==> src/inc/ctpsc_consts.svh <==
// Behaviour
// - each reset loads the oscillator trim from the factory value
// - trim top bit picks low or high oscillator range
// - trim low seven bits tune frequency upward within the range
// - unlock bit sets only when all other divider bits are written zero
// - unlock clears four cycles after setting, or when select is written
// - rewriting unlock in its window neither restarts nor clears it
// - divider bits 6 to 4 always read zero
// - select changes only if written with unlock zero inside the window
// - select resets to 0000, or 0011 when divide-by-eight fuse is set
// - select accepts any written value whatever the fuse says
// - codes 0000 to 1000 divide by 1 to 256, others reserved
// - divided clock drives the system clock and may change at run time
// - sleep starts only with arm bit set and a sleep instruction
// - kind 00 idle stops cpu and flash, any interrupt wakes
// - kind 01 stops io, cpu, flash; limited wake sources
// - kind 10 stops oscillator and all clocks; fewest wake sources
// - interrupt wake halts four cycles, start-up plus four from power-down, then resumes
// - any reset during sleep restarts from the reset vector
// - idle or adc sleep with adc enabled starts a conversion
// - kind 11 with crystal is standby, oscillator on, six-cycle wake
// - arm bit 5, kind bits 4:3 at index 0x35, reset zero
// - divider change is glitch-free and never faster than either setting
`ifndef CTPSC_CONSTS_SVH
`define CTPSC_CONSTS_SVH
`define CTPSC_IDX_TRIM 8'h31
`define CTPSC_IDX_DIV 8'h32
`define CTPSC_IDX_MCU 8'h35
`define CTPSC_IDX_STAT 8'h3a
`define CTPSC_TRIM_RANGE_BIT 7
`define CTPSC_DIV_UNLOCK_BIT 7
`define CTPSC_DIV_SEL_MSB 3
`define CTPSC_MCU_ARM_BIT 5
`define CTPSC_MCU_KIND_MSB 4
`define CTPSC_MCU_KIND_LSB 3
`define CTPSC_SEL_DIV1 4'h0
`define CTPSC_SEL_DIV8 4'h3
`define CTPSC_SEL_MAX 4'h8
`define CTPSC_UNLOCK_LAST 2'h3
`define CTPSC_WAKE_HALT 16'h0004
`define CTPSC_STBY_WAKE 16'h0006
`define CTPSC_STARTUP_CYCLES 16
`endif

==> src/inc/ctpsc_pkg.sv <==
package ctpsc_pkg;
   typedef enum logic [2:0] {
      CTPSC_RUN = 3'b000,
      CTPSC_IDLE = 3'b001,
      CTPSC_ADCNR = 3'b010,
      CTPSC_PDOWN = 3'b011,
      CTPSC_STBY = 3'b100,
      CTPSC_WAKE = 3'b101
   } ctpsc_state_t;
   typedef enum logic [1:0] {
      CTPSC_K_IDLE = 2'b00,
      CTPSC_K_ADCNR = 2'b01,
      CTPSC_K_PDOWN = 2'b10,
      CTPSC_K_STBY = 2'b11
   } ctpsc_kind_t;
   typedef enum logic [2:0] {
      CTPSC_R_NONE = 3'b000,
      CTPSC_R_TRIM = 3'b001,
      CTPSC_R_DIV = 3'b010,
      CTPSC_R_MCU = 3'b011,
      CTPSC_R_STAT = 3'b100
   } ctpsc_reg_t;
endpackage : ctpsc_pkg

==> src/inc/ctpsc_div_if.sv <==
`timescale 1ns/1ps
interface ctpsc_div_if;
   logic [3:0] sel;
   logic tick;
   modport ctrl (output sel, input tick);
   modport presc (input sel, output tick);
endinterface : ctpsc_div_if

==> src/hw/ctpsc_top.sv <==
`timescale 1ns/1ps
`include "ctpsc_consts.svh"
module ctpsc_top #(
   parameter int STARTUP_CYCLES = `CTPSC_STARTUP_CYCLES
) (
   input wire logic I_CORE_CLK,
   input wire logic I_RST_N,
   input wire logic I_PSEL,
   input wire logic I_PENABLE,
   input wire logic I_PWRITE,
   input wire logic [11:0] I_PADDR,
   input wire logic [31:0] I_PWDATA,
   output logic [31:0] O_PRDATA,
   output logic O_PREADY,
   output logic O_PSLVERR,
   input wire logic [7:0] I_FACTORY_TRIM,
   input wire logic I_FUSE_DIV8,
   input wire logic I_FUSE_XTAL,
   input wire logic I_SLEEP_EXEC,
   input wire logic I_ADC_ENABLED,
   input wire logic I_IRQ_ANY,
   input wire logic I_ADC_DONE,
   input wire logic I_EXT_INT_ZERO,
   input wire logic I_PIN_CHANGE,
   input wire logic I_NVM_READY,
   input wire logic I_WDT_IRQ,
   output logic [7:0] O_OSC_TRIM,
   output logic O_TRIM_HIGH_RANGE,
   output logic O_SYS_TICK,
   output logic O_CPU_CLK_EN,
   output logic O_FLASH_CLK_EN,
   output logic O_IO_CLK_EN,
   output logic O_ADC_CLK_EN,
   output logic O_OSC_EN,
   output logic O_ADC_START,
   output logic O_WAKE_IRQ
);
   localparam int NWAKE = 6;
   localparam logic [15:0] STARTUP_CNT = 16'(STARTUP_CYCLES);

   ctpsc_div_if div_bus ();

   logic strap_done;
   logic [7:0] trim;
   logic unlock;
   logic [1:0] unlock_cnt;
   logic [3:0] sel;
   logic arm;
   logic [1:0] kind;
   logic [NWAKE-1:0] wake_meta;
   logic [NWAKE-1:0] wake_sync;
   ctpsc_pkg::ctpsc_state_t state;
   ctpsc_pkg::ctpsc_state_t next_state;
   logic [15:0] wake_cnt;
   logic [15:0] next_wake_cnt;
   logic setup;
   logic access;
   logic wr;
   ctpsc_pkg::ctpsc_reg_t rsel;
   ctpsc_pkg::ctpsc_reg_t wsel;
   logic [7:0] rmux;
   logic [7:0] wbyte;
   logic irq_w;
   logic adc_w;
   logic ext_zero_w;
   logic pinc_w;
   logic nvm_w;
   logic wdt_w;
   logic wake_hit;
   logic enter;

   // byte address to register
   function automatic ctpsc_pkg::ctpsc_reg_t decode(input logic [11:0] a);
      ctpsc_pkg::ctpsc_reg_t r;
      r = ctpsc_pkg::CTPSC_R_NONE;
      if (a[1:0] == 2'h0 && a[11:10] == 2'h0) begin
         unique case (a[9:2])
            `CTPSC_IDX_TRIM: r = ctpsc_pkg::CTPSC_R_TRIM;
            `CTPSC_IDX_DIV: r = ctpsc_pkg::CTPSC_R_DIV;
            `CTPSC_IDX_MCU: r = ctpsc_pkg::CTPSC_R_MCU;
            `CTPSC_IDX_STAT: r = ctpsc_pkg::CTPSC_R_STAT;
            default: r = ctpsc_pkg::CTPSC_R_NONE;
         endcase
      end
      return r;
   endfunction : decode

   // apb handshake, zero wait states
   assign setup = I_PSEL & ~I_PENABLE;
   assign access = I_PSEL & I_PENABLE & O_PREADY;
   assign rsel = decode(I_PADDR);
   assign wsel = rsel;
   assign wr = access & I_PWRITE & (wsel != ctpsc_pkg::CTPSC_R_NONE);
   assign wbyte = I_PWDATA[7:0];

   always_comb begin
      rmux = 8'h00;
      unique case (rsel)
         ctpsc_pkg::CTPSC_R_TRIM: rmux = trim;
         ctpsc_pkg::CTPSC_R_DIV: rmux = {unlock, 3'h0, sel};
         ctpsc_pkg::CTPSC_R_MCU: rmux = {2'h0, arm, kind, 3'h0};
         ctpsc_pkg::CTPSC_R_STAT: rmux = {wake_sync[5:4], 3'h0, state};
         default: rmux = 8'h00;
      endcase
   end

   always_ff @(posedge I_CORE_CLK or negedge I_RST_N) begin
      if (!I_RST_N) begin
         O_PREADY <= 1'b0;
      end else begin
         O_PREADY <= setup;
      end
   end

   always_ff @(posedge I_CORE_CLK or negedge I_RST_N) begin
      if (!I_RST_N) begin
         O_PRDATA <= 32'h0000_0000;
         O_PSLVERR <= 1'b0;
      end else if (setup) begin
         O_PRDATA <= I_PWRITE ? 32'h0000_0000 : {24'h00_0000, rmux};
         O_PSLVERR <= (rsel == ctpsc_pkg::CTPSC_R_NONE);
      end else if (!I_PSEL) begin
         O_PSLVERR <= 1'b0;
      end
   end

   // factory trim and divide-by-eight fuse caught once after reset release
   always_ff @(posedge I_CORE_CLK or negedge I_RST_N) begin
      if (!I_RST_N) begin
         strap_done <= 1'b0;
      end else begin
         strap_done <= 1'b1;
      end
   end

   // oscillator trim
   always_ff @(posedge I_CORE_CLK or negedge I_RST_N) begin
      if (!I_RST_N) begin
         trim <= 8'h00;
      end else if (!strap_done) begin
         trim <= I_FACTORY_TRIM;
      end else if (wr && wsel == ctpsc_pkg::CTPSC_R_TRIM) begin
         trim <= wbyte;
      end
   end

   always_ff @(posedge I_CORE_CLK or negedge I_RST_N) begin
      if (!I_RST_N) begin
         O_OSC_TRIM <= 8'h00;
         O_TRIM_HIGH_RANGE <= 1'b0;
      end else begin
         O_OSC_TRIM <= trim;
         O_TRIM_HIGH_RANGE <= trim[`CTPSC_TRIM_RANGE_BIT];
      end
   end

   // divider unlock window
   always_ff @(posedge I_CORE_CLK or negedge I_RST_N) begin
      if (!I_RST_N) begin
         unlock <= 1'b0;
         unlock_cnt <= 2'h0;
      end else if (wr && wsel == ctpsc_pkg::CTPSC_R_DIV
                   && wbyte[`CTPSC_DIV_UNLOCK_BIT] && !unlock
                   && wbyte[6:0] == 7'h00) begin
         unlock <= 1'b1;
         unlock_cnt <= 2'h0;
      end else if (unlock) begin
         if (wr && wsel == ctpsc_pkg::CTPSC_R_DIV
             && !wbyte[`CTPSC_DIV_UNLOCK_BIT]) begin
            unlock <= 1'b0;
         end else if (unlock_cnt == `CTPSC_UNLOCK_LAST) begin
            unlock <= 1'b0;
         end else begin
            unlock_cnt <= unlock_cnt + 2'h1;
         end
      end
   end

   // divider select
   always_ff @(posedge I_CORE_CLK or negedge I_RST_N) begin
      if (!I_RST_N) begin
         sel <= `CTPSC_SEL_DIV1;
      end else if (!strap_done) begin
         sel <= I_FUSE_DIV8 ? `CTPSC_SEL_DIV8 : `CTPSC_SEL_DIV1;
      end else if (wr && wsel == ctpsc_pkg::CTPSC_R_DIV && unlock
                   && !wbyte[`CTPSC_DIV_UNLOCK_BIT]) begin
         sel <= wbyte[`CTPSC_DIV_SEL_MSB:0];
      end
   end

   assign div_bus.sel = sel;

   ctpsc_prescaler u_presc (
      .i_clk(I_CORE_CLK),
      .i_rst_n(I_RST_N),
      .div(div_bus)
   );

   always_ff @(posedge I_CORE_CLK or negedge I_RST_N) begin
      if (!I_RST_N) begin
         O_SYS_TICK <= 1'b0;
      end else begin
         O_SYS_TICK <= div_bus.tick;
      end
   end

   // mcu control: arm and kind
   always_ff @(posedge I_CORE_CLK or negedge I_RST_N) begin
      if (!I_RST_N) begin
         arm <= 1'b0;
         kind <= 2'h0;
      end else if (wr && wsel == ctpsc_pkg::CTPSC_R_MCU) begin
         arm <= wbyte[`CTPSC_MCU_ARM_BIT];
         kind <= wbyte[`CTPSC_MCU_KIND_MSB:`CTPSC_MCU_KIND_LSB];
      end
   end

   // wake inputs from pins, two-flop synchroniser
   generate
      for (genvar g = 0; g < NWAKE; g++) begin : g_sync
         always_ff @(posedge I_CORE_CLK or negedge I_RST_N) begin
            if (!I_RST_N) begin
               wake_meta[g] <= 1'b0;
               wake_sync[g] <= 1'b0;
            end else begin
               wake_meta[g] <= (g == 0) ? I_IRQ_ANY :
                               (g == 1) ? I_ADC_DONE :
                               (g == 2) ? I_NVM_READY :
                               (g == 3) ? I_WDT_IRQ :
                               (g == 4) ? I_EXT_INT_ZERO : I_PIN_CHANGE;
               wake_sync[g] <= wake_meta[g];
            end
         end
      end
   endgenerate

   assign irq_w = wake_sync[0];
   assign adc_w = wake_sync[1];
   assign nvm_w = wake_sync[2];
   assign wdt_w = wake_sync[3];
   assign ext_zero_w = wake_sync[4];
   assign pinc_w = wake_sync[5];

   assign enter = I_SLEEP_EXEC & arm;

   // sleep state machine
   always_comb begin
      next_state = state;
      next_wake_cnt = wake_cnt;
      wake_hit = 1'b0;
      unique case (state)
         ctpsc_pkg::CTPSC_RUN: begin
            if (enter) begin
               unique case (ctpsc_pkg::ctpsc_kind_t'(kind))
                  ctpsc_pkg::CTPSC_K_IDLE:
                     next_state = ctpsc_pkg::CTPSC_IDLE;
                  ctpsc_pkg::CTPSC_K_ADCNR:
                     next_state = ctpsc_pkg::CTPSC_ADCNR;
                  ctpsc_pkg::CTPSC_K_PDOWN:
                     next_state = ctpsc_pkg::CTPSC_PDOWN;
                  ctpsc_pkg::CTPSC_K_STBY:
                     if (I_FUSE_XTAL) begin
                        next_state = ctpsc_pkg::CTPSC_STBY;
                     end
               endcase
            end
         end
         ctpsc_pkg::CTPSC_IDLE: begin
            wake_hit = irq_w;
            next_wake_cnt = `CTPSC_WAKE_HALT;
         end
         ctpsc_pkg::CTPSC_ADCNR: begin
            wake_hit = adc_w | nvm_w | wdt_w | ext_zero_w | pinc_w;
            next_wake_cnt = `CTPSC_WAKE_HALT;
         end
         ctpsc_pkg::CTPSC_PDOWN: begin
            wake_hit = wdt_w | ext_zero_w | pinc_w;
            next_wake_cnt = STARTUP_CNT + `CTPSC_WAKE_HALT;
         end
         ctpsc_pkg::CTPSC_STBY: begin
            wake_hit = wdt_w | ext_zero_w | pinc_w;
            next_wake_cnt = `CTPSC_STBY_WAKE;
         end
         ctpsc_pkg::CTPSC_WAKE: begin
            next_wake_cnt = wake_cnt - 16'h0001;
            if (wake_cnt == 16'h0001) begin
               next_state = ctpsc_pkg::CTPSC_RUN;
            end
         end
         default: begin
            next_state = ctpsc_pkg::CTPSC_RUN;
         end
      endcase
      if (wake_hit) begin
         next_state = ctpsc_pkg::CTPSC_WAKE;
      end
   end

   always_ff @(posedge I_CORE_CLK or negedge I_RST_N) begin
      if (!I_RST_N) begin
         state <= ctpsc_pkg::CTPSC_RUN;
         wake_cnt <= 16'h0000;
      end else begin
         state <= next_state;
         wake_cnt <= next_wake_cnt;
      end
   end

   // clock domain gates per state
   always_ff @(posedge I_CORE_CLK or negedge I_RST_N) begin
      if (!I_RST_N) begin
         O_CPU_CLK_EN <= 1'b1;
         O_FLASH_CLK_EN <= 1'b1;
         O_IO_CLK_EN <= 1'b1;
         O_ADC_CLK_EN <= 1'b1;
         O_OSC_EN <= 1'b1;
      end else begin
         O_CPU_CLK_EN <= (next_state == ctpsc_pkg::CTPSC_RUN);
         O_FLASH_CLK_EN <= (next_state == ctpsc_pkg::CTPSC_RUN);
         O_IO_CLK_EN <= (next_state == ctpsc_pkg::CTPSC_RUN)
                     || (next_state == ctpsc_pkg::CTPSC_IDLE)
                     || (next_state == ctpsc_pkg::CTPSC_WAKE);
         O_ADC_CLK_EN <= (next_state == ctpsc_pkg::CTPSC_RUN)
                      || (next_state == ctpsc_pkg::CTPSC_IDLE)
                      || (next_state == ctpsc_pkg::CTPSC_ADCNR)
                      || (next_state == ctpsc_pkg::CTPSC_WAKE);
         O_OSC_EN <= (next_state != ctpsc_pkg::CTPSC_PDOWN);
      end
   end

   // adc start on entry and resume pulse
   always_ff @(posedge I_CORE_CLK or negedge I_RST_N) begin
      if (!I_RST_N) begin
         O_ADC_START <= 1'b0;
         O_WAKE_IRQ <= 1'b0;
      end else begin
         O_ADC_START <= (state == ctpsc_pkg::CTPSC_RUN) && I_ADC_ENABLED
                     && ((next_state == ctpsc_pkg::CTPSC_IDLE)
                     || (next_state == ctpsc_pkg::CTPSC_ADCNR));
         O_WAKE_IRQ <= (state == ctpsc_pkg::CTPSC_WAKE)
                    && (next_state == ctpsc_pkg::CTPSC_RUN);
      end
   end
endmodule : ctpsc_top

==> src/hw/ctpsc_prescaler.sv <==
`timescale 1ns/1ps
`include "ctpsc_consts.svh"
module ctpsc_prescaler (
   input wire logic i_clk,
   input wire logic i_rst_n,
   ctpsc_div_if.presc div
);
   logic [7:0] cnt;
   logic [7:0] term;
   logic [7:0] next_term;

   // select code to terminal count
   function automatic logic [7:0] sel_term(input logic [3:0] s);
      logic [7:0] t;
      t = 8'hff;
      if (s <= `CTPSC_SEL_MAX) begin
         t = 8'((9'h001 << s) - 9'h001);
      end
      return t;
   endfunction : sel_term

   assign next_term = sel_term(div.sel);

   // new ratio only at the end of a running period
   always_ff @(posedge i_clk or negedge i_rst_n) begin
      if (!i_rst_n) begin
         cnt <= 8'h00;
         term <= 8'h00;
      end else if (cnt >= term) begin
         cnt <= 8'h00;
         term <= next_term;
      end else begin
         cnt <= cnt + 8'h01;
      end
   end

   // one pulse per system clock period
   always_ff @(posedge i_clk or negedge i_rst_n) begin
      if (!i_rst_n) begin
         div.tick <= 1'b0;
      end else begin
         div.tick <= (cnt >= term);
      end
   end
endmodule : ctpsc_prescaler

==> config.mk <==
export PLATFORM = sky130hd
export DESIGN_NAME = ctpsc_top
export DESIGN_NICKNAME = d
export VERILOG_FILES = /design/src/inc/ctpsc_pkg.sv /design/src/inc/ctpsc_div_if.sv /design/src/hw/ctpsc_top.sv /design/src/hw/ctpsc_prescaler.sv
export VERILOG_INCLUDE_DIRS = /design/src /design/src/inc
export SDC_FILE = /design/constraint.sdc
export NUM_CORES = 1
export LEC_CHECK = 0
export ABC_AREA = 1
export BUFFER_PORTS_ARGS = -buffer_cell sky130_fd_sc_hd__buf_2
export CAP_MARGIN = 15
export CORE_ASPECT_RATIO = 0.9
export CORE_MARGIN = 5
export CORE_UTILIZATION = 30
export CTS_CLUSTER_DIAMETER = 100
export DETAILED_ROUTE_END_ITERATION = 6
export MAX_ROUTING_LAYER = met4
export PLACE_DENSITY = 0.47
export SETUP_SLACK_MARGIN = 0.3
export SYNTH_ARGS = -nofsm -noshare
export SYNTH_HDL_FRONTEND = slang
export SYNTH_HIERARCHICAL = 1
export SYNTH_SLANG_ARGS = --single-unit
==> constraint.sdc <==
create_clock -name I_CORE_CLK -period 1.7 [get_ports I_CORE_CLK]
set_clock_uncertainty 0.1 [all_clocks]
set_input_delay 0.085 -clock I_CORE_CLK [delete_from_list [all_inputs] [get_ports I_CORE_CLK]]
set_output_delay 0.085 -clock I_CORE_CLK [all_outputs]
set_load 0.01 [all_outputs]
Yosys cells after proc, flatten, opt, wreduce, memory -nomap -nowiden --
Cells that the tools add are included.
Word-level totals: flip-flop bits (word level) 117, latch bits 0, bits in writable memories 0, memory bits (read-only) 0, memories 0
Cells by class: $add $sub $neg 4, $mul 0, div/mod/pow operators 0, $lt $le $gt $ge 2, eq/ne operators 27, shift operators 1, multiplexer cells 29, bitwise operators 13, reductions and logical operators 34
Operators with widths (count):
- one-hot mux 16 bit (4 select lines) | 1
- two-way mux 8 bit | 5
- equality test 8 x 6 -> 1 bit, second input constant | 4
- one-hot mux 8 bit (4 select lines) | 1
- one-hot mux 3 bit (4 select lines) | 2
- equality test 16 x 1 -> 1 bit, second input constant | 1
- subtractor 16 x 1 -> 16 bit, second input constant | 1
- equality test 3 x 2 -> 1 bit, second input constant | 5
- two-way mux 3 bit | 5
- logical AND 1 bit | 13
- equality test 3 bit, second input constant | 4
- two-way mux 2 bit | 5
- equality test 3 x 1 -> 1 bit, second input constant | 3
- logical NOT 3 bit | 3
- one-hot mux 3 bit (3 select lines) | 1
- adder 8 x 1 -> 8 bit, second input constant | 1
- greater-or-equal comparator 8 bit | 1
- two-way mux 4 bit | 2
- << shifter 1 x 4 -> 8 bit, first input constant | 1
- subtractor 8 x 1 -> 8 bit, second input constant | 1
- logical NOT 7 bit | 1
- bitwise AND 1 bit | 6
- equality test 2 bit, second input constant | 3
- logical NOT 2 bit | 3
- 18 further kinds | 37

Depth between registers and ports, before layout --
Gate-level depths: netlist of the first run.
depth after elaboration 11, mapped depth 12, mapped depth without buffers 11

Cells and area by module --
The synthesis of the first run kept the hierarchy.
Modules (own cells, without submodules):
- ctpsc_top | times used 1, cells each 449, area an instance 3686.0 µm²
- ctpsc_prescaler | times used 1, cells each 136, area an instance 1103.6 µm²

Least setup slack after synthesis of the first run --
Ideal clock, no wire load.
kind reg2reg, start reg u_presc.cnt[5], end reg u_presc.term[4], setup time 115 ps, arrival time 1397 ps, data required time 1485 ps, path slack 87 ps, cell stages (with the launch flop) 9, clock period less this slack 1613 ps, path through dfrtp_1 > ha_1 > a21oi_2 > nor2_1 > nor3_4 > nand2_4 > buf_6 > nand2_2 > nand2_2
Between the ends: longest elaborated chain between the ends 1
Ends and longest elaborated chain:
- start: declaration | line ctpsc_prescaler.sv:8 | logic [7:0] cnt;
- start signal: assignment | line ctpsc_prescaler.sv:33 | cnt <= cnt + 8'h01;
- greater-or-equal comparator 8 bit | line ctpsc_prescaler.sv:29 | end else if (cnt >= term) begin
- end signal: assignment | line ctpsc_prescaler.sv:31 | term <= next_term;
- end: declaration | line ctpsc_prescaler.sv:9 | logic [7:0] term;
No other way between the ends. A chain may end at the register's enable or synchronous reset.

Worst setup path after layout of the first run --
start reg state[1], end reg wake_cnt[9]
Between the ends: longest elaborated chain between the ends 3
Ends and longest elaborated chain:
- start: declaration | line ctpsc_top.sv:52 | ctpsc_pkg::ctpsc_state_t state;
- start signal: assignment | line ctpsc_top.sv:301 | state <= ctpsc_pkg::CTPSC_RUN;
- start signal: assignment | line ctpsc_top.sv:304 | state <= next_state;
- equality test 3 x 2 -> 1 bit / equality test 3 x 1 -> 1 bit (equally long branches) | line ctpsc_top.sv:251 | unique case (state)
- OR reduction 2 bit (no source line)
- one-hot mux 16 bit (4 select lines) / nonzero test 4 bit (equally long branches)
- end signal: assignment | line ctpsc_top.sv:305 | wake_cnt <= next_wake_cnt;
- end: declaration | line ctpsc_top.sv:54 | logic [15:0] wake_cnt;
Several ways; a longest one is shown, not always the timed one.

==> results of run 1 <==
## cells in the mapped netlist, types with 3 or more instances
| library cell | instances |
|---|---|
| mux2_2 | 4 |
| inv_2 | 4 |
| dfstp_2 | 4 |
| o22ai_1 | 3 |
| xor2_1 | 7 |
| nor2_1 | 46 |
| nand2_1 | 170 |
| nand2_2 | 9 |
| nand3_1 | 49 |
| nor3_1 | 9 |
| nor2_2 | 9 |
| o21ai_1 | 4 |
| ha_1 | 13 |
| nand4_1 | 7 |
| buf_4 | 27 |
| a21oi_1 | 11 |
| inv_1 | 63 |
| o21ai_0 | 20 |
| dfrtp_1 | 88 |
| nor3_2 | 3 |
## cell type report
| class | count | share of cell area (%) |
|---|---|---|
| Clock buffer | 10 | 3.20 |
| Clock inverter | 6 | 0.768 |
| Inverter | 69 | 3.82 |
| Multi-Input combinational cell | 415 | 36.9 |
| Sequential cell | 92 | 32.3 |
| Tap cell | 202 | 3.53 |
| Timing Repair Buffer | 184 | 19.5 |
## worst min-delay path, cell delays in order
cell and delay (ns):
buf_2 0.10, inv_1 0.06, o21ai_0 0.08, nand2_1 0.07
nand2_1 0.04
## state kept, by name (all words and copies together) (netlist names), 3 cells and up
signal,cells
wake_cnt,16
O_OSC_TRIM,8
O_PRDATA,8
trim,8
u_presc/cnt,8
u_presc/term,8
wake_meta,6
div_bus.sel,4
state,3
## metal layers
layer	track usage, %	share of wire [%]
met2	21.9	48
met4	3.52	1.4
met5	-	0
met1	18.1	47
met3	3.88	4.2
## per-stage QoR
step                total power [mW]  TNS (ns)
floorplan                       3.48         0
finish                          6.23         0
CTS                             6.21         0
global route                    6.65    -0.151
detailed placement              3.77         0
global placement                3.74         0
## cells by family after synthesis
kind of cell / Yosys count / share of synthesized area (%)
simple gates: 314 / 29.3
buf+inv: 102 / 10.5
flops: 92 / 48.2
compound gates: 49 / 5.85
fa+ha+maj: 13 / 3.40
xor+xnor: 9 / 1.65
mux: 4 / 0.940
other cells: 2 / 0.157
## worst min-delay path by stage
stage / end / depth (start not counted)
2_1_floorplan: O_ADC_START / 0
6_report: div_bus.sel[1] / 5
4_1_cts: div_bus.sel[1] / 5
3_5_place_dp: u_presc/cnt[7] / 1
3_3_place_gp: u_presc/cnt[7] / 1
5_1_grt: div_bus.sel[1] / 5
## power by group through the flow
stage / clock network [mW] / registers, mW / logic [mW]
after floorplan: 0 / 2.52 / 0.957
after global placement: 0 / 2.53 / 1.21
after detailed placement: 0 / 2.53 / 1.25
after CTS: 2.03 / 2.49 / 1.69
after global routing: 2.11 / 2.51 / 2.03
final: 1.96 / 2.49 / 1.78
## timing repair
| item | 4_1_cts | 5_1_grt |
|---|---|---|
| endpoints found under the setup margin | 43 | 60 |
| pin swaps | 40 | 49 |
| hold buffers | 28 | 0 |
| gates resized for setup | 57 | 118 |
| hold endpoints to repair | 61 | 0 |
| cloned | 3 | 0 |
| setup buffers | 21 | 31 |
==> key figures, run 1 <==
STA
  – Final critical-path required period: 1.67 ns
  – Relative slew slack: 62.6%
  – Final critical-path share of the clock period: 98.1%
  – Hold Violations, Final: 0
  – Final worst setup slack: 0.0316 ns
  – RSZ-0062 raised after global routing: yes
  – Max Clk Rate: 599 MHz
  – Hold_ws: 0.00872 ns
  – # setup viols final: 0
  – Slew @ Worst Pin: 0.561 ns
  – Fin. max-slew vios: 0

Final layout
  – Layout cells sized above 1: 42.9%
  – Area occupied by multi-input gates: 0.00265 mm²
  – Diode count: 0
  – Commonest cells after routing, fill and taps aside: 139 x nand2_1, 83 x dfrtp_1, 68 x buf_2, 66 x buf_4, 51 x inv_1
  – Fillers: 1480
  – Final core occ: 46.1%
  – Nets@finish: 851
  – Register area: 0.00231 mm²
  – Synthesis-to-finish area growth: 49.6%
  – Post-Layout Inst Area: 0.00717 mm²
  – Final non-filler cell total: 978
  – Commonest non-fill, non-tap cell in the layout: nand2_1

Worst setup path
  – Slowest cell on crit path: dfrtp_2
  – Crit-path max FO: 5
  – FF-to-FF setup slack: 0.03 ns
  – Reg2Reg Depth: 8
  – Required @ worst endpoint: 1.88 ns
  – Crit path DAT: 1.85 ns
  – Top Family by Delay on Critical Path: simple AND/OR/NAND/NOR gates
  – Reg-to-reg endpoint: wake_cnt[9]
  – CP bufs+invs: 1
  – CP Launch Type: flop
  – Crit path from: state[1]
  – Critical path depth: 8
  – Worst Setup End Kind: flop
  – Worst r2r src: state[1]
  – Crit path largest cell delay: 0.47 ns
  – Critical-path cell list: inv_4 -> nand3_4 -> nand2_4 -> nor2_4 -> nand2_4 -> nand4_1 -> or2_1 -> a21oi_2
  – Crit path top cell by count: nand2_4
  – Crit Path Category: flop to flop
  – Worst Setup EP: wake_cnt[9]

Die
  – Rows: 43
  – Die span in x: 143 µm
  – Initial Utilization: 30.8%
  – Core area: 0.0155 mm²
  – Vert. Die Dim: 130 µm
  – Die ar.: 0.0186 mm²
  – # IOs: 118

Clocking
  – CTS root buf: clkbuf_16
  – CTS tree: done
  – Clock transition at path regs: 0.07 ns
  – H-tree Lvls: 3
  – Sink Count: 92
  – Clock latency on the worst-skew pair: 0.36 ns
  – Total CTS buffers: 9
  – Deepest clock path buffer count: 2

Routing
  – Drt wl/cell: 12.8 µm
  – DR iter-0 viols: 162
  – Final ANT Viol Nets: 0
  – Vias/cell: 4.40
  – Total wire length: 12500 µm
  – Routed vias: 4307
  – DRT Pass-1 Iters: 6
  – Post-route DRC: 0

Global route
  – Total global-route track usage: 14.0%
  – Largest net degree at the start of global routing: 38
  – Vias in the first global route: 4188
  – GRT Residual Overflow: 0
  – First-pass GRT wire length: 20100 µm
  – Initial antenna violation count: 0

Power
  – Sw Share: 33.4%
  – Peak VDD IR: 0.561 mV
  – Leakage: 3.68 nW
  – Int Power: 4.15 mW
  – PwrDens: 869 mW/mm²
  – Clk network pwr share: 31.5%
  – Comb power frac: 28.6%
  – Net Sw Power: 2.08 mW
  – Sequential share of power: 39.9%

Hold path
  – Min-delay src: I_FUSE_DIV8
  – Worst min path class: input pin to flop

Logic synthesis
  – Post-synth EDFFs: 0
  – Synth warnings: 6
  – Largest cells by area after synthesis: dfrtp_1 46%, nand2_1 13%, nand3_1 5.1%, inv_1 4.9%, buf_4 4.2%
  – Synth Cell Area: 0.00479 mm²
  – Distinct cells, synth: 45
  – Most used DFF post-synth: dfrtp_1
  – #FFs+latches synth: 92
  – Yosys top cell area share: 46.0%
  – Post-synthesis sequential area ratio: 48.2%
  – Synth async-reset ratio: 100%
  – Post-synthesis cell count: 585
  – Syn Area/Cell: 8.19 µm²
  – Largest area contributor in the netlist: dfrtp_1

Outcome
  – Status: complete, no violations

Placed design
  – Pre-CTS WS: 0.0325 ns
  – Buffers on Ports: 69
  – Placer Congestion: 0.854
  – Hpwl dp: 8510 µm
  – DP Cell Count: 879
  – Placed Area: 0.00556 mm²

Flow run
  – MaxCap Viol Count: 0
(Power assumes the default switching activity.)
==> inputs of run 2 (changes only) <==
--- a/config.mk
+++ b/config.mk
@@ -9,7 +9,7 @@
 export ABC_AREA = 1
 export BUFFER_PORTS_ARGS = -buffer_cell sky130_fd_sc_hd__buf_2
 export CAP_MARGIN = 15
-export CORE_ASPECT_RATIO = 0.9
+export CORE_ASPECT_RATIO = 0.6
 export CORE_MARGIN = 5
 export CORE_UTILIZATION = 30
 export CTS_CLUSTER_DIAMETER = 100
==> key figures, run 2 (same netlist as run 1, synthesis figures left out) <==
Worst setup path
  – Crit-path max FO: 3
  – Required @ worst endpoint: 1.87 ns
  – Crit Path Category: flop to flop
  – Slowest cell on crit path: dfrtp_1
  – CP Launch Type: flop
  – Worst Setup End Kind: flop
  – FF-to-FF setup slack: 0.007 ns
  – Critical-path cell list: inv_2 -> ha_4 -> nand2_4 -> nor2_4 -> nand3_2 -> nand2_2 -> nand2_1 -> nor2_4 -> nand2_1 -> a21oi_2
  – Crit path largest cell delay: 0.39 ns
  – Crit path DAT: 1.86 ns

Die
  – Vert. Die Dim: 108 µm
  – Die span in x: 173 µm
  – Rows: 35
  – Die ar.: 0.0187 mm²
  – # IOs: 118
  – Core area: 0.0155 mm²
  – Initial Utilization: 30.9%

Global route
  – GRT Residual Overflow: 0
  – Initial antenna violation count: 0
  – First-pass GRT wire length: 21400 µm
  – Vias in the first global route: 4166
  – Largest net degree at the start of global routing: 37
  – Total global-route track usage: 14.6%

Final layout
  – Layout cells sized above 1: 40.2%
  – Commonest non-fill, non-tap cell in the layout: nand2_1
  – Fillers: 1522
  – Diode count: 0
  – Final non-filler cell total: 949
  – Post-Layout Inst Area: 0.00686 mm²
  – Commonest cells after routing, fill and taps aside: 147 x nand2_1, 83 x dfrtp_1, 68 x buf_2, 52 x inv_1, 50 x buf_4
  – Final core occ: 44.2%
  – Synthesis-to-finish area growth: 43.2%
  – Number of flip-flops in the largest register: 16
  – Top reg by flops: wake_cnt
  – Nets@finish: 821

Routing
  – Post-route DRC: 0
  – DR iter-0 viols: 228
  – Drt wl/cell: 14.0 µm
  – DRT Pass-1 Iters: 4
  – Total wire length: 13300 µm
  – Routed vias: 4185
  – Vias/cell: 4.41
  – Final ANT Viol Nets: 0

Placed design
  – Placer Congestion: 0.876
  – Buffers on Ports: 69
  – DP Cell Count: 875
  – Hpwl dp: 9260 µm
  – Placed Area: 0.00551 mm²

Flow run
  – MaxCap Viol Count: 0

Clocking
  – Total CTS buffers: 9
  – CTS root buf: clkbuf_16
  – Sink Count: 92
  – Deepest clock path buffer count: 2
  – H-tree Lvls: 3
  – Clock transition at path regs: 0.07 ns
  – CTS tree: done
  – Clock latency on the worst-skew pair: 0.34 ns

Power
  – PwrDens: 954 mW/mm²
  – Leakage: 3.48 nW
  – Peak VDD IR: 0.597 mV

STA
  – Max Clk Rate: 591 MHz
  – Final critical-path share of the clock period: 99.6%
  – RSZ-0062 raised after global routing: yes
  – Hold Violations, Final: 0
  – Fin. max-slew vios: 0
  – # setup viols final: 0
  – Final critical-path required period: 1.69 ns

Outcome
  – Status: complete, no violations

Hold path
  – Worst min path class: input pin to flop
==> run 2: changes by cell type in the layout (fill, tap and decap cells not counted), moves of 8 or more <==
cell	change
nor2_4	+8
nor2_2	-9
nand2_4	-8
nand2_1	+8
buf_4	-16
dlygate4sd3_1	-9
==> run 2: through the flow <==
step	setup slack (ns)	hold slack, ns	power, mW	TNS, ns
after floorplan	0.120	-0.311	3.48	0
after global placement	0.0218	-0.0578	3.78	0
after detailed placement	0.0129	-0.0492	3.80	0
after CTS	0.0732	0.0000598	6.35	0
after global routing	-0.0587	0.0103	6.94	-0.227
final	0.00700	0.00691	6.54	0
==> run 2: timing repair <==
| action | in CTS | in global routing |
|---|---|---|
| buffers inserted | 24 | 14 |
| pin swaps | 28 | 36 |
| resized for setup | 71 | 80 |
| endpoints found under the hold margin | 105 | 0 |
| endpoints found under the setup margin | 42 | 65 |
| cloned | 3 | 0 |
| hold buffers | 17 | 0 |
==> run 2: power by group <==
group	internal [mW]	leakage [nW]	total (mW)	switching, mW
combinational	0.775	2.22	1.95	1.17
clock	1.17	0.153	2.11	0.939
sequential	2.37	1.11	2.49	0.117
==> run 2: area by class of cell <==
cell class,instances,area [µm²],area share (%)
Timing Repair Buffer,154,1120,16.3
Clock buffer,9,225,3.28
Clock inverter,7,81.3,1.19
Multi-Input combinational cell,415,2600,37.9
Tap cell,203,254,3.70
Sequential cell,92,2310,33.7
Inverter,69,267,3.89
==> run 2: final timing paths <==
kind | start | to | depth (start not counted)
worst max-delay path | wake_cnt[1] | O_ADC_START | 10
max in group asynchronous | I_RST_N | O_OSC_EN | 3
worst min-delay path | I_FACTORY_TRIM[3] | trim[3] | 5
worst max register to register | wake_cnt[1] | O_ADC_START | 10
worst min register to register | wake_meta[5] | pinc_w | 0
min in group asynchronous | I_RST_N | pinc_w | 2
==> run 2: per-layer routing <==
| layer | global-route usage [%] | vias up | part of all wire (%) |
|---|---|---|---|
| met5 | - | - | 0 |
| met4 | 2.96 | 0 | 0.46 |
| met3 | 3.12 | 6 | 5.2 |
| met2 | 20.4 | 87 | 42 |
| met1 | 21.6 | 1968 | 52 |
| li1 | - | 2124 | - |
==> run 2: worst max-delay path, delay by kind of cell (launching register included) <==
kind / cells / cell delay (ns)
and+or+nand+nor: 7 / 0.70
DFF: 1 / 0.39
adders and majority gates: 1 / 0.15
AOI/OAI and AO/OA: 1 / 0.15
buffers and inverters: 1 / 0.12
==> inputs of run 3 (changes only) <==
--- a/config.mk
+++ b/config.mk
@@ -11,11 +11,11 @@
 export CAP_MARGIN = 15
 export CORE_ASPECT_RATIO = 0.6
 export CORE_MARGIN = 5
-export CORE_UTILIZATION = 30
+export CORE_UTILIZATION = 54
 export CTS_CLUSTER_DIAMETER = 100
 export DETAILED_ROUTE_END_ITERATION = 6
 export MAX_ROUTING_LAYER = met4
-export PLACE_DENSITY = 0.47
+export PLACE_DENSITY = 0.78
 export SETUP_SLACK_MARGIN = 0.3
 export SYNTH_ARGS = -nofsm -noshare
 export SYNTH_HDL_FRONTEND = slang
==> key figures, run 3 (same netlist as run 1, synthesis figures left out) <==
Die
  – Core area: 0.00859 mm²
  – Die span in x: 132 µm
  – Vert. Die Dim: 83.0 µm
  – Rows: 26
  – Initial Utilization: 55.8%
  – # IOs: 118
  – Die ar.: 0.0109 mm²

Routing
  – Final ANT Viol Nets: 0
  – Total wire length: 14100 µm
  – DRT Pass-1 Iters: 5
  – Drt wl/cell: 16.3 µm
  – Vias/cell: 5.33
  – DR iter-0 viols: 465
  – Routed vias: 4604
  – Post-route DRC: 0

STA
  – Max Clk Rate: 577 MHz
  – RSZ-0062 raised after global routing: yes
  – Fin. max-slew vios: 0
  – Final critical-path required period: 1.73 ns
  – Final worst setup slack: -0.0327 ns
  – Slew @ Worst Pin: 0.576 ns
  – Hold Violations, Final: 0
  – # setup viols final: 2
  – Relative slew slack: 61.2%
  – Final critical-path share of the clock period: 102%
  – Hold_ws: 0.0216 ns

Clocking
  – Total CTS buffers: 9
  – CTS root buf: clkbuf_16
  – Sink Count: 92
  – Deepest clock path buffer count: 2
  – H-tree Lvls: 3
  – Clock latency on the worst-skew pair: 0.35 ns
  – CTS tree: done
  – Clock transition at path regs: 0.07 ns

Power
  – Peak VDD IR: 0.786 mV
  – Pwr Total: 6.84 mW
  – PwrDens: 995 mW/mm²
  – Leakage: 3.49 nW

Final layout
  – Number of flip-flops in the largest register: 16
  – Final non-filler cell total: 864
  – Layout cells sized above 1: 41.9%
  – Diode count: 0
  – Commonest cells after routing, fill and taps aside: 143 x nand2_1, 80 x dfrtp_1, 68 x buf_2, 50 x buf_4, 48 x inv_1
  – Final core occ: 80.1%
  – Top reg by flops: wake_cnt
  – Nets@finish: 827
  – Fillers: 519
  – Synthesis-to-finish area growth: 43.6%
  – Commonest non-fill, non-tap cell in the layout: nand2_1

Worst setup path
  – Worst Setup End Kind: flop
  – Crit path DAT: 1.89 ns
  – Crit path largest cell delay: 0.43 ns
  – Crit path top cell by count: nand2_2
  – CP Launch Type: flop
  – Required @ worst endpoint: 1.86 ns
  – Crit Path Category: flop to flop
  – Critical-path cell list: nor2_2 -> nand2_1 -> nor2_2 -> nand3_1 -> nand2_2 -> nand2_2 -> nor2_4 -> nand2_2 -> nor3_2
  – Slowest cell on crit path: dfrtp_1
  – Crit-path max FO: 3

Placed design
  – Placer Congestion: 0.938
  – DP Cell Count: 779
  – Pre-CTS WS: -0.00745 ns
  – Buffers on Ports: 69
  – Hpwl dp: 8450 µm

Global route
  – Total global-route track usage: 24.0%
  – Vias in the first global route: 4277
  – GRT Residual Overflow: 0
  – Largest net degree at the start of global routing: 41
  – First-pass GRT wire length: 20800 µm
  – Initial antenna violation count: 0

Hold path
  – Worst min path class: input pin to flop

Flow run
  – MaxCap Viol Count: 0

Outcome
  – Status: finished with violations
  – Failing checks: negative setup slack
[run 3: cell count changes in the layout (fill, tap and decap cells not counted), moves of 3 or more]
| cell | previous run | this run |
|---|---|---|
| dlygate4sd3_1 | 17 | 26 |
| nor2_1 | 26 | 19 |
| buf_6 | 17 | 11 |
| inv_2 | 13 | 18 |
| inv_1 | 52 | 48 |
| nand2_1 | 147 | 143 |
| nor2_2 | 15 | 19 |
| buf_12 | 2 | 5 |
| dfrtp_1 | 83 | 80 |
| dfrtp_2 | 5 | 8 |
| nand2_4 | 8 | 11 |
| nor2_4 | 16 | 19 |
| o22ai_1 | 0 | 3 |
| o22ai_2 | 3 | 0 |
[run 3: metrics by stage]
step | TNS (ns) | instance area, µm²
2_1_floorplan | 0 | 4940
3_3_place_gp | 0 | 5390
3_5_place_dp | -0.00745 | 5390
4_1_cts | 0 | 6380
5_1_grt | -0.416 | 6880
6_report | -0.0346 | 6880
[run 3: final cells by class]
type	instances	area, µm²	share of cell area [%]
sequential	92	2320	33.7
inverter	69	264	3.84
tap	112	140	2.04
timing repair buffer	160	1200	17.4
multi-input combinational	415	2650	38.5
clock buffer	10	239	3.48
clock inverter	6	71.3	1.04
[run 3: worst max-delay path, delay by kind of cell (launching register included)]
family	cells	cell delay, ns
and+or+nand+nor	9	1.12
DFF	1	0.43
[run 3: path summary, 6_finish.rpt]
| check | from | to | slack (ns) | depth (start not counted) |
|---|---|---|---|---|
| hold / removal | I_PWDATA[1] | trim[1] | 0.02 | 5 |
| max in group asynchronous | I_RST_N | O_FLASH_CLK_EN | 0.90 | 3 |
| hold reg to reg | wake_meta[0] | irq_w | 0.24 | 0 |
| setup reg to reg | wake_cnt[4] | O_WAKE_IRQ | -0.03 | 9 |
| min in group asynchronous | I_RST_N | wake_meta[3] | 0.07 | 2 |
| setup / recovery | wake_cnt[4] | O_WAKE_IRQ | -0.03 | 9 |
[run 3: routing by layer]
| layer | vias up | track usage [%] | wire length [µm] |
|---|---|---|---|
| met5 | - | - | 0 |
| met1 | 2184 | 31.3 | 5610 |
| met2 | 250 | 36.0 | 6900 |
| li1 | 2131 | - | - |
| met3 | 39 | 8.57 | 1220 |
| met4 | 0 | 6.26 | 329 |
[run 3: where the power goes]
| part | leakage [nW] | internal (mW) | switching [mW] |
|---|---|---|---|
| combinational | 2.24 | 0.972 | 1.29 |
| sequential | 1.10 | 2.38 | 0.128 |
| clock | 0.145 | 1.19 | 0.882 |
| total | 3.49 | 4.54 | 2.30 |
[run 3: timing repair]
item | 4_1_cts | 5_1_grt
setup buffers | 20 | 20
pin swaps | 42 | 43
setup endpoints to repair | 40 | 60
hold buffers | 26 | 0
cloned | 3 | 0
gates resized for setup | 75 | 92
hold endpoints to repair | 118 | 0
